**src/hdl/vlan_dscp_pkg.sv**
```systemverilog
// Constants, register indices and types shared by the VLAN/DSCP table access logic
package vlan_dscp_pkg;

   // Bus geometry
   localparam int          ADDR_W       = 16;
   localparam int          DATA_W       = 32;
   localparam int          IDX_W        = 14;
   localparam logic [1:0]  HTRANS_IDLE  = 2'h0;
   localparam logic [2:0]  HSIZE_WORD   = 3'h2;
   localparam logic [1:0]  BYTE_ALIGNED = 2'h0;

   // Register indices; byte address is four times the index
   localparam logic [IDX_W-1:0] VLAN_COMMAND_PENDING_IDX   = 14'h1810;
   localparam logic [IDX_W-1:0] DSCP_TABLE_COMMAND_IDX     = 14'h1811;
   localparam logic [IDX_W-1:0] DSCP_TABLE_WRITE_VALUE_IDX = 14'h1812;
   localparam logic [IDX_W-1:0] DSCP_TABLE_READ_VALUE_IDX  = 14'h1813;
   localparam logic [IDX_W-1:0] DSCP_TABLE_PENDING_IDX     = 14'h1814;
   localparam logic [IDX_W-1:0] VLAN_TABLE_COMMAND_IDX     = 14'h1830;
   localparam logic [IDX_W-1:0] VLAN_TABLE_WRITE_VALUE_IDX = 14'h1831;
   localparam logic [IDX_W-1:0] VLAN_TABLE_READ_VALUE_IDX  = 14'h1832;

   // Command word fields
   localparam int READ_NOT_WRITE_SELECT_BIT = 7;
   localparam int DSCP_INDEX_W              = 6;
   localparam int VLAN_INDEX_W              = 4;
   localparam int PENDING_BIT               = 0;

   // Table geometry
   localparam int DSCP_DEPTH   = 64;
   localparam int DSCP_PRIO_W  = 3;
   localparam int VLAN_DEPTH   = 16;
   localparam int VLAN_ENTRY_W = 16;
   localparam int VID_W        = 12;
   localparam int NUM_PORTS    = 2;

   // Entry word field positions
   localparam int MEMBER_PORT1_BIT = 15;
   localparam int UNTAG_PORT1_BIT  = 14;
   localparam int MEMBER_PORT0_BIT = 13;
   localparam int UNTAG_PORT0_BIT  = 12;
   localparam int VID_LSB          = 0;

   // Reset values
   localparam logic [DATA_W-1:0]       WORD_RESET  = 32'h0000_0000;
   localparam logic [7:0]              CMD_RESET   = 8'h00;
   localparam logic [DSCP_PRIO_W-1:0]  PRIO_RESET  = 3'h0;
   localparam logic [VLAN_ENTRY_W-1:0] ENTRY_RESET = 16'h0000;
   localparam logic [VID_W-1:0]        NULL_VID    = 12'h000;

   // Table access sequencer
   typedef enum logic [1:0] {
      ACC_IDLE,
      ACC_RUN,
      ACC_DONE
   } access_state_t;

endpackage

```
**src/hdl/dscp_priority_mem.sv**
```systemverilog
// DSCP priority storage: one command port and one ingress lookup port, both registered
`timescale 1ns/1ps
module dscp_priority_mem
   import vlan_dscp_pkg::*;
(
   input  wire logic                    clk_i,
   input  wire logic                    rst_n_i,
   input  wire logic                    wr_en_i,
   input  wire logic                    rd_en_i,
   input  wire logic [DSCP_INDEX_W-1:0] index_i,
   input  wire logic [DSCP_PRIO_W-1:0]  wdata_i,
   output logic      [DSCP_PRIO_W-1:0]  rdata_o,
   input  wire logic [DSCP_INDEX_W-1:0] tos_class_i,
   output logic      [DSCP_PRIO_W-1:0]  rx_priority_o
);

   logic [DSCP_PRIO_W-1:0] table_mem [DSCP_DEPTH];
   logic [DSCP_PRIO_W-1:0] rdata_next;
   logic [DSCP_PRIO_W-1:0] lookup_next;

   // Storage has no reset: contents undefined until written
   always_ff @(posedge clk_i) begin
      if (wr_en_i) begin
         table_mem[index_i] <= wdata_i; // RQ14
      end
   end

   // Read port values
   always_comb begin
      rdata_next  = rd_en_i ? table_mem[index_i] : rdata_o;
      lookup_next = table_mem[tos_class_i]; // RQ10
   end

   // Registered read data
   always_ff @(posedge clk_i) begin
      if (!rst_n_i) begin
         rdata_o       <= PRIO_RESET;
         rx_priority_o <= PRIO_RESET;
      end else begin
         rdata_o       <= rdata_next;
         rx_priority_o <= lookup_next;
      end
   end

endmodule

```
**src/hdl/vlan_entry_store.sv**
```systemverilog
// VLAN entry storage with command port and per-entry ingress match
`timescale 1ns/1ps
module vlan_entry_store
   import vlan_dscp_pkg::*;
(
   input  wire logic                    clk_i,
   input  wire logic                    rst_n_i,
   input  wire logic                    wr_en_i,
   input  wire logic                    rd_en_i,
   input  wire logic [VLAN_INDEX_W-1:0] index_i,
   input  wire logic [VLAN_ENTRY_W-1:0] wdata_i,
   output logic      [VLAN_ENTRY_W-1:0] rdata_o,
   input  wire logic [VID_W-1:0]        ingress_vid_i,
   input  wire logic [NUM_PORTS-1:0]    hybrid_i,
   output logic      [NUM_PORTS-1:0]    admit_o,
   output logic      [NUM_PORTS-1:0]    strip_tag_o,
   output logic                         hit_o
);

   logic [VLAN_ENTRY_W-1:0] entry_reg [VLAN_DEPTH];
   logic [VLAN_DEPTH-1:0]   match;
   logic [VLAN_DEPTH-1:0]   mem0;
   logic [VLAN_DEPTH-1:0]   mem1;
   logic [VLAN_DEPTH-1:0]   unt0;
   logic [VLAN_DEPTH-1:0]   unt1;
   logic [VLAN_ENTRY_W-1:0] rdata_next;
   logic [NUM_PORTS-1:0]    admit_next;
   logic [NUM_PORTS-1:0]    strip_next;

   // Per-entry storage and match
   for (genvar g = 0; g < VLAN_DEPTH; g++) begin : g_entry
      logic [VLAN_ENTRY_W-1:0] entry_next;
      always_comb begin
         entry_next = (wr_en_i && (index_i == VLAN_INDEX_W'(g))) ? wdata_i : entry_reg[g];
      end
      always_ff @(posedge clk_i) begin
         if (!rst_n_i) begin
            entry_reg[g] <= ENTRY_RESET; // RQ3
         end else begin
            entry_reg[g] <= entry_next;
         end
      end
      // Null VID entries never match
      assign match[g] = (entry_reg[g][VID_LSB +: VID_W] == ingress_vid_i) &&
                        (entry_reg[g][VID_LSB +: VID_W] != NULL_VID); // RQ4 RQ5
      assign mem0[g]  = match[g] & entry_reg[g][MEMBER_PORT0_BIT];
      assign mem1[g]  = match[g] & entry_reg[g][MEMBER_PORT1_BIT];
      assign unt0[g]  = match[g] & entry_reg[g][UNTAG_PORT0_BIT];
      assign unt1[g]  = match[g] & entry_reg[g][UNTAG_PORT1_BIT];
   end

   // Combined lookup result
   always_comb begin
      rdata_next = rd_en_i ? entry_reg[index_i] : rdata_o;
      admit_next = {|mem1, |mem0}; // RQ1
      strip_next = {|unt1, |unt0} & hybrid_i; // RQ2
   end

   // Registered outputs
   always_ff @(posedge clk_i) begin
      if (!rst_n_i) begin
         rdata_o     <= ENTRY_RESET;
         admit_o     <= '0;
         strip_tag_o <= '0;
         hit_o       <= 1'b0;
      end else begin
         rdata_o     <= rdata_next;
         admit_o     <= admit_next;
         strip_tag_o <= strip_next;
         hit_o       <= |match;
      end
   end

endmodule

```
**src/hdl/vlan_dscp_table_access.sv**
```systemverilog
// AHB-Lite register bank and sequencers for indirect VLAN and DSCP table access
//
// The AHB-Lite interface to the registers was chosen for this implementation.
`timescale 1ns/1ps

// Contract
// RQ1: A set member bit admits matching packets and joins that port's egress domain.
// RQ2: A set untag bit strips the tag on egress when the port is hybrid.
// RQ3: Entry bits 14, 13, 12 hold port 1 untag, port 0 member, port 0 untag, reset zero.
// RQ4: Entry bits 11:0 hold the matched VLAN ID, reset zero.
// RQ5: VLAN ID zero marks a disabled entry that never matches.
// RQ6: VLAN status bit 0 is read-only pending, self-clearing when the access completes.
// RQ7: Each DSCP command write launches one access at the written type and index; a command write while pending is ignored.
// RQ8: DSCP command bit 7 selects read when one, write when zero.
// RQ9: DSCP command bits 5:0 pick one of 64 entries; bit 6, 31:8 reserved.
// RQ10: Each DSCP entry holds a three-bit receive priority for that class value.
// RQ11: Software loads the write value before the write command, then polls pending.
// RQ12: After a read, read value holds the entry once pending clears.
// RQ13: DSCP status bit 0 is read-only pending, self-clearing when the access finishes.
// RQ14: DSCP storage is not cleared by reset.
// RQ15: Software writes every DSCP entry before enabling DSCP prioritisation.
// RQ16: Software issues no command while pending; such commands are ignored.
// RQ17: Pending rises in the cycle after the command write.
module vlan_dscp_table_access
   import vlan_dscp_pkg::*;
(
   input  wire logic                   clk_i,
   input  wire logic                   rst_n_i,
   input  wire logic                   hsel_i,
   input  wire logic [ADDR_W-1:0]      haddr_i,
   input  wire logic [1:0]             htrans_i,
   input  wire logic                   hwrite_i,
   input  wire logic [2:0]             hsize_i,
   input  wire logic [DATA_W-1:0]      hwdata_i,
   input  wire logic                   hready_i,
   output logic      [DATA_W-1:0]      hrdata_o,
   output logic                        hreadyout_o,
   output logic                        hresp_o,
   input  wire logic [VID_W-1:0]       ingress_vid_i,
   input  wire logic [NUM_PORTS-1:0]   egress_port_type_config_i,
   output logic      [NUM_PORTS-1:0]   vlan_admit_o,
   output logic      [NUM_PORTS-1:0]   vlan_strip_tag_o,
   output logic                        vlan_hit_o,
   input  wire logic [DSCP_INDEX_W-1:0] tos_class_i,
   output logic      [DSCP_PRIO_W-1:0] rx_priority_o
);

   // Bus slave state
   logic [IDX_W-1:0]  addr_reg;
   logic [IDX_W-1:0]  addr_next;
   logic              wr_phase_reg;
   logic              wr_phase_next;
   logic              rd_phase_reg;
   logic              rd_phase_next;
   logic              hreadyout_next;
   logic [DATA_W-1:0] hrdata_next;
   logic              accept;
   logic              wr_en;
   logic [DATA_W-1:0] rd_word;

   // DSCP sequencer state
   access_state_t          dscp_state_reg;
   access_state_t          dscp_state_next;
   logic [7:0]             dscp_cmd_reg;
   logic [7:0]             dscp_cmd_next;
   logic [DSCP_PRIO_W-1:0] dscp_wval_reg;
   logic [DSCP_PRIO_W-1:0] dscp_wval_next;
   logic [DSCP_PRIO_W-1:0] dscp_rval_reg;
   logic [DSCP_PRIO_W-1:0] dscp_rval_next;
   logic                   dscp_mem_we;
   logic                   dscp_mem_re;
   logic [DSCP_PRIO_W-1:0] dscp_mem_rdata;
   logic                   dscp_pending;
   logic                   dscp_rnw;

   // VLAN sequencer state
   access_state_t           vlan_state_reg;
   access_state_t           vlan_state_next;
   logic [7:0]              vlan_cmd_reg;
   logic [7:0]              vlan_cmd_next;
   logic [VLAN_ENTRY_W-1:0] vlan_wval_reg;
   logic [VLAN_ENTRY_W-1:0] vlan_wval_next;
   logic [VLAN_ENTRY_W-1:0] vlan_rval_reg;
   logic [VLAN_ENTRY_W-1:0] vlan_rval_next;
   logic                    vlan_mem_we;
   logic                    vlan_mem_re;
   logic [VLAN_ENTRY_W-1:0] vlan_mem_rdata;
   logic                    vlan_pending;
   logic                    vlan_rnw;

   // Address phase qualification: word-sized, aligned, active transfers only
   always_comb begin
      accept = hsel_i && hready_i && (htrans_i != HTRANS_IDLE) && htrans_i[1] &&
               (hsize_i == HSIZE_WORD) && (haddr_i[1:0] == BYTE_ALIGNED);
      wr_en  = wr_phase_reg;
   end

   // Bus phase tracking; reads take one wait state
   always_comb begin
      addr_next      = accept ? haddr_i[ADDR_W-1:2] : addr_reg;
      wr_phase_next  = accept && hwrite_i;
      rd_phase_next  = accept && !hwrite_i;
      hreadyout_next = !(accept && !hwrite_i);
   end

   // Read multiplexer; unmapped and reserved bits read as zero
   always_comb begin
      rd_word = WORD_RESET;
      case (addr_reg)
         VLAN_COMMAND_PENDING_IDX: begin
            rd_word[PENDING_BIT] = vlan_pending; // RQ6
         end
         DSCP_TABLE_COMMAND_IDX: begin
            rd_word[READ_NOT_WRITE_SELECT_BIT]  = dscp_cmd_reg[READ_NOT_WRITE_SELECT_BIT];
            rd_word[DSCP_INDEX_W-1:0]           = dscp_cmd_reg[DSCP_INDEX_W-1:0]; // RQ9
         end
         DSCP_TABLE_WRITE_VALUE_IDX: begin
            rd_word[DSCP_PRIO_W-1:0] = dscp_wval_reg;
         end
         DSCP_TABLE_READ_VALUE_IDX: begin
            rd_word[DSCP_PRIO_W-1:0] = dscp_rval_reg; // RQ12
         end
         DSCP_TABLE_PENDING_IDX: begin
            rd_word[PENDING_BIT] = dscp_pending; // RQ13
         end
         VLAN_TABLE_COMMAND_IDX: begin
            rd_word[READ_NOT_WRITE_SELECT_BIT] = vlan_cmd_reg[READ_NOT_WRITE_SELECT_BIT];
            rd_word[VLAN_INDEX_W-1:0]          = vlan_cmd_reg[VLAN_INDEX_W-1:0];
         end
         VLAN_TABLE_WRITE_VALUE_IDX: begin
            rd_word[VLAN_ENTRY_W-1:0] = vlan_wval_reg;
         end
         VLAN_TABLE_READ_VALUE_IDX: begin
            rd_word[VLAN_ENTRY_W-1:0] = vlan_rval_reg;
         end
         default: begin
            rd_word = WORD_RESET;
         end
      endcase
   end

   // Read data captured in the wait cycle
   always_comb begin
      hrdata_next = rd_phase_reg ? rd_word : hrdata_o;
   end

   // Bus slave registers
   always_ff @(posedge clk_i) begin
      if (!rst_n_i) begin
         addr_reg     <= '0;
         wr_phase_reg <= 1'b0;
         rd_phase_reg <= 1'b0;
         hreadyout_o  <= 1'b1;
         hrdata_o     <= WORD_RESET;
         hresp_o      <= 1'b0;
      end else begin
         addr_reg     <= addr_next;
         wr_phase_reg <= wr_phase_next;
         rd_phase_reg <= rd_phase_next;
         hreadyout_o  <= hreadyout_next;
         hrdata_o     <= hrdata_next;
         hresp_o      <= 1'b0; // Always OKAY
      end
   end

   // DSCP pending and direction
   always_comb begin
      dscp_pending = (dscp_state_reg != ACC_IDLE); // RQ13 RQ17
      dscp_rnw     = dscp_cmd_reg[READ_NOT_WRITE_SELECT_BIT]; // RQ8
      dscp_mem_we  = (dscp_state_reg == ACC_RUN) && !dscp_rnw; // RQ8
      dscp_mem_re  = (dscp_state_reg == ACC_RUN) && dscp_rnw;
   end

   // DSCP sequencer: a command write while idle starts one access
   always_comb begin
      dscp_state_next = dscp_state_reg;
      dscp_cmd_next   = dscp_cmd_reg;
      dscp_wval_next  = dscp_wval_reg;
      dscp_rval_next  = dscp_rval_reg;
      if (wr_en && (addr_reg == DSCP_TABLE_WRITE_VALUE_IDX)) begin
         dscp_wval_next = hwdata_i[DSCP_PRIO_W-1:0]; // RQ11
      end
      case (dscp_state_reg)
         ACC_IDLE: begin
            if (wr_en && (addr_reg == DSCP_TABLE_COMMAND_IDX)) begin
               dscp_cmd_next = {hwdata_i[READ_NOT_WRITE_SELECT_BIT], 1'b0,
                                hwdata_i[DSCP_INDEX_W-1:0]}; // RQ9
               dscp_state_next = ACC_RUN; // RQ7 RQ17
            end
         end
         ACC_RUN: begin
            dscp_state_next = ACC_DONE;
         end
         ACC_DONE: begin
            if (dscp_rnw) begin
               dscp_rval_next = dscp_mem_rdata; // RQ12
            end
            dscp_state_next = ACC_IDLE; // RQ13
         end
         default: begin
            dscp_state_next = ACC_IDLE;
         end
      endcase
   end

   // DSCP registers
   always_ff @(posedge clk_i) begin
      if (!rst_n_i) begin
         dscp_state_reg <= ACC_IDLE;
         dscp_cmd_reg   <= CMD_RESET;
         dscp_wval_reg  <= PRIO_RESET;
         dscp_rval_reg  <= PRIO_RESET;
      end else begin
         dscp_state_reg <= dscp_state_next;
         dscp_cmd_reg   <= dscp_cmd_next;
         dscp_wval_reg  <= dscp_wval_next;
         dscp_rval_reg  <= dscp_rval_next;
      end
   end

   // DSCP priority table
   dscp_priority_mem u_dscp_mem (
      .clk_i         (clk_i),
      .rst_n_i       (rst_n_i),
      .wr_en_i       (dscp_mem_we),
      .rd_en_i       (dscp_mem_re),
      .index_i       (dscp_cmd_reg[DSCP_INDEX_W-1:0]),
      .wdata_i       (dscp_wval_reg),
      .rdata_o       (dscp_mem_rdata),
      .tos_class_i   (tos_class_i),
      .rx_priority_o (rx_priority_o)
   );

   // VLAN pending and direction
   always_comb begin
      vlan_pending = (vlan_state_reg != ACC_IDLE); // RQ6 RQ17
      vlan_rnw     = vlan_cmd_reg[READ_NOT_WRITE_SELECT_BIT];
      vlan_mem_we  = (vlan_state_reg == ACC_RUN) && !vlan_rnw;
      vlan_mem_re  = (vlan_state_reg == ACC_RUN) && vlan_rnw;
   end

   // VLAN sequencer: same handshake as the DSCP side
   always_comb begin
      vlan_state_next = vlan_state_reg;
      vlan_cmd_next   = vlan_cmd_reg;
      vlan_wval_next  = vlan_wval_reg;
      vlan_rval_next  = vlan_rval_reg;
      if (wr_en && (addr_reg == VLAN_TABLE_WRITE_VALUE_IDX)) begin
         vlan_wval_next = hwdata_i[VLAN_ENTRY_W-1:0]; // RQ3 RQ4
      end
      case (vlan_state_reg)
         ACC_IDLE: begin
            if (wr_en && (addr_reg == VLAN_TABLE_COMMAND_IDX)) begin
               vlan_cmd_next = {hwdata_i[READ_NOT_WRITE_SELECT_BIT], 3'h0,
                                hwdata_i[VLAN_INDEX_W-1:0]};
               vlan_state_next = ACC_RUN; // RQ17
            end
         end
         ACC_RUN: begin
            vlan_state_next = ACC_DONE;
         end
         ACC_DONE: begin
            if (vlan_rnw) begin
               vlan_rval_next = vlan_mem_rdata;
            end
            vlan_state_next = ACC_IDLE; // RQ6
         end
         default: begin
            vlan_state_next = ACC_IDLE;
         end
      endcase
   end

   // VLAN registers
   always_ff @(posedge clk_i) begin
      if (!rst_n_i) begin
         vlan_state_reg <= ACC_IDLE;
         vlan_cmd_reg   <= CMD_RESET;
         vlan_wval_reg  <= ENTRY_RESET;
         vlan_rval_reg  <= ENTRY_RESET;
      end else begin
         vlan_state_reg <= vlan_state_next;
         vlan_cmd_reg   <= vlan_cmd_next;
         vlan_wval_reg  <= vlan_wval_next;
         vlan_rval_reg  <= vlan_rval_next;
      end
   end

   // VLAN entries and ingress match
   vlan_entry_store u_vlan_store (
      .clk_i         (clk_i),
      .rst_n_i       (rst_n_i),
      .wr_en_i       (vlan_mem_we),
      .rd_en_i       (vlan_mem_re),
      .index_i       (vlan_cmd_reg[VLAN_INDEX_W-1:0]),
      .wdata_i       (vlan_wval_reg),
      .rdata_o       (vlan_mem_rdata),
      .ingress_vid_i (ingress_vid_i),
      .hybrid_i      (egress_port_type_config_i),
      .admit_o       (vlan_admit_o),
      .strip_tag_o   (vlan_strip_tag_o),
      .hit_o         (vlan_hit_o)
   );

endmodule

```
**config.mk**
```make
export PLATFORM = sky130hd
export DESIGN_NAME = vlan_dscp_table_access
export DESIGN_NICKNAME = d
export VERILOG_FILES = /design/src/hdl/vlan_dscp_pkg.sv /design/src/hdl/dscp_priority_mem.sv /design/src/hdl/vlan_entry_store.sv /design/src/hdl/vlan_dscp_table_access.sv
export SDC_FILE = /design/constraint.sdc
export NUM_CORES = 1
export LEC_CHECK = 0
export BUFFER_PORTS_ARGS = -buffer_cell sky130_fd_sc_hd__clkbuf_2
export CORE_UTILIZATION = 28
export CTS_CLUSTER_DIAMETER = 120
export DETAILED_ROUTE_END_ITERATION = 8
export GPL_TIMING_DRIVEN = 0
export PLACE_DENSITY = 0.55
export SKIP_LAST_GASP = 1
export SLEW_MARGIN = 10
export SYNTH_ARGS = -nofsm -noshare
export SYNTH_HDL_FRONTEND = slang
export SYNTH_SLANG_ARGS = --single-unit
```
**constraint.sdc**
```tcl
create_clock -name clk_i -period 2.1 [get_ports clk_i]
set_input_delay 0.105 -clock clk_i [delete_from_list [all_inputs] [get_ports clk_i]]
set_output_delay 0.105 -clock clk_i [all_outputs]
set_load 0.02 [all_outputs]
```
==> out/metrics.csv <==
stage,metric,value,unit
floorplanning,initial_core_util,28.3,%
route,first_pass_iters,6,
route,drc_errors,0,
clock_tree,clkSinkCount,562,
hold_path,whs_path_depth,5,
route,avgRoutedWirePerCell,27.9,um
cells_and_area,nets,2989,
cells_and_area,areaGrowthSynthToFinish,24.2,%
hold_path,hp-start,haddr_i[1],
timing,finalClockSkew,0.0584,ns
synth,syn_area_per_cell,10.6,um^2
critical_path,critPathKind,flop to flop,
synth,async_flop_share,0,%
pwr,switchingPower,5320,uW
cells_and_area,final_cell_mix,"412 x nand2_1, 347 x dfxtp_1, 228 x a21oi_1, 192 x edfxtp_1, 178 x xnor2_1",
synth,synth_flop_cell,dfxtp_1,
pwr,power_density,662,mW/mm^2
clock_tree,clk_pin_slew,0.06,ns
pwr,leakage,0.0116,uW
global_routing,antenna_found_initial,3,
cells_and_area,final_core_util,35.1,%
hold_path,hp-class,input port to flop,
outcome,status,"finished, violations left",
pwr,p_int,18000,uW
critical_path,required,2.57,ns
global_routing,grt_first_pass_wirelength,168000,um
route,avgViaCountPerCell,5.71,
hold_path,min_to,addr_reg[6],
route,first_iter_violations,3112,
timing,rsz0062_at_grt,true,
global_routing,grt_usage,22.6,%
synth,ys_seq_elements,562,
clock_tree,tritoncts,yes,
cells_and_area,largest_reg_flops,256,
critical_path,rr_worst_depth,6,
synth,yosys_warnings,0,
critical_path,cp_max_fo,5,
clock_tree,clock-root-buffer,clkbuf_16,
clock_tree,cts_max_path_buffers,3,
synth,syn_area,0.0283,mm^2
floorplanning,die_x,320,um
pwr,switching_share,22.9,%
clock_tree,htreeDepth,2,
pwr,pwr-share-seq,47.9,%
pwr,irDropWorstVdd,0.607,mV
clock_tree,clock_latency,0.68,ns
timing,post-route-period-util,104,%
cells_and_area,mostFrequentLayoutCell,nand2_1,
route,routed_wl,119000,um
floorplanning,dieArea,0.102,mm^2
timing,tightest_slew,1.17,ns
global_routing,grt_pass1_vias,22837,
timing,max_freq,0.456,GHz
critical_path,cp-end-kind,flop,
timing,slew_headroom,21.9,%
cells_and_area,seqCellArea,0.0132,mm^2
timing,setup_ws,-0.0934,ns
critical_path,cp-start-kind,flop,
clock_tree,cts_buffers,58,
job,max_cap_viol_count,0,
timing,period_minus_slack,2.19,ns
synth,synthCells,2680,
critical_path,rr_startpoint,vlan_cmd_reg[0],
synth,yosysUniqueCellTypes,68,
floorplanning,row_count,116,
global_routing,grt_max_degree,67,
placed_design,pre_cts_ws,-1.00,ns
critical_path,crit_path_start,vlan_cmd_reg[0],
floorplanning,die_height,320,um
pwr,clockPowerShare,47.7,%
synth,yosysSeqAreaShare,46.5,%
cells_and_area,fin_area,0.0352,mm^2
critical_path,critPathArrivalTime,2.67,ns
pwr,p_comb_share,4.3,%
critical_path,reg2reg_setup_slack,-0.09,ns
timing,finalHoldViolCount,0,
cells_and_area,final.fill_count,10009,
floorplanning,core_area,0.100,mm^2
global_routing,overflow,0,
synth,synth-edff-count,192,
route,vias,24329,
timing,final_max_slew_viol_count,0,
critical_path,r2r_end,u_vlan_store.rdata_o[10],
timing,whs,0.116,ns
route,postRouteAntennaNets,0,
placed_design,port_buffers,69,
placed_design,gp_congestion,1.04,
floorplanning,io-pin-count,120,
placed_design,dpl-instance-area,0.0304,mm^2
timing,setup_viol,20,
outcome,violations,setup timing,
cells_and_area,multi_input_area,0.0153,mm^2
placed_design,dpl.hpwl,84800,um
cells_and_area,layout-drive-gt1-share,26.1,%
[power by group through the flow]
stage / logic [uW] / registers (uW) / clock network, uW
after floorplan: 575 / 11400 / 0
after global placement: 912 / 11400 / 0
after detailed placement: 912 / 11400 / 0
after CTS: 982 / 11200 / 11200
after global routing: 1050 / 11200 / 11600
final: 1010 / 11200 / 11100
[kinds of logic (layout without fill, tap and decap cells)]
logic type | count (synthesis) | after routing | share of synthesized area, %
flip-flops | 562 | 562 | 46.5
multiplexers | 324 | 324 | 18.8
other | 1 | 18 | 0.0132
buffers and inverters | 240 | 504 | 4.44
AND/OR/NAND/NOR | 985 | 985 | 16.3
XOR/XNOR | 192 | 192 | 5.93
AO/OA/AOI/OAI | 376 | 376 | 8.01
[routing by layer]
layer  track usage (%)  routed length (um)  up-vias
met2              33.7               50800     1571
met5                 0                  13        -
met3              4.64               13200      362
met4              11.2                7160        2
met1              31.0               47800    12080
li1                  -                   -    10314
[Yosys cell counts (all sizes together), types with 7 or more instances]
| cell type | n | area (um^2) |
|---|---|---|
| nor2b | 13 | 81.3 |
| mux4 | 160 | 3660 |
| o21ai | 19 | 95.1 |
| nand4 | 90 | 563 |
| a221oi | 36 | 315 |
| inv | 10 | 37.5 |
| xnor2 | 180 | 1580 |
| nor3 | 16 | 111 |
| edfxtp | 192 | 5770 |
| a22o | 13 | 114 |
| nor4 | 89 | 647 |
| a22oi | 21 | 158 |
| nand2b | 7 | 43.8 |
| mux2 | 23 | 259 |
| mux2i | 141 | 1410 |
| nand3 | 60 | 305 |
| nand2 | 444 | 1670 |
| and3 | 20 | 125 |
| nor2 | 219 | 835 |
| dfxtp | 370 | 7410 |
| and2 | 10 | 62.6 |
| xor2 | 12 | 105 |
| buf | 124 | 817 |
| a21oi | 238 | 1190 |
| clkbuf | 105 | 394 |
| o22ai | 7 | 43.8 |
[area by class of cell]
class | instances | share of cell area (%)
Multi-Input combinational cell | 1894 | 43.6
Sequential cell | 562 | 37.5
Tap cell | 1298 | 4.62
Clock buffer | 81 | 4.57
Buffer | 212 | 4.27
Timing Repair Buffer | 173 | 4.17
Clock inverter | 28 | 1.16
Inverter | 10 | 0.124
Antenna cell | 1 | 0.00711
[stage by stage]
step	std cells	setup TNS, ns	power, uW
floorplan	2696	0	12000
global placement	4063	-393.76	12300
detailed placement	4066	-296.02	12300
CTS	4234	-1.90	23400
global route	4258	-1.90	23800
finish	4259	-0.923	23300
[repair_timing]
item	in CTS	in global routing
setup endpoints to repair	512	406
gates cloned	6	0
hold buffers	42	0
setup buffers	25	31
endpoints found under the hold margin	56	0
pin swaps	30	48
resized for setup	320	164
[worst max-delay path by stage]
stage                     slack (ns)  cells past startpoint                     endpoint
final                          -0.09                      6     u_vlan_store.rdata_o[10]
after global routing           -0.11                      6     u_vlan_store.rdata_o[10]
after CTS                      -0.14                      6      u_vlan_store.rdata_o[6]
after detailed placement       -1.00                      7   u_dscp_mem.table_mem[5][1]
after global placement         -1.18                      7  u_vlan_store.strip_tag_o[0]
after floorplan                 0.03                      7  u_dscp_mem.table_mem[24][0]
[critical path, stage by stage (launching register included)]
cell and delay (ns):
dfxtp_4 0.41, buf_12 0.16, buf_12 0.13, mux4_2 0.59, mux4_2 0.55, nand2_2 0.12, a21oi_2 0.05
Note: power is estimated with default switching activity, not from simulation.
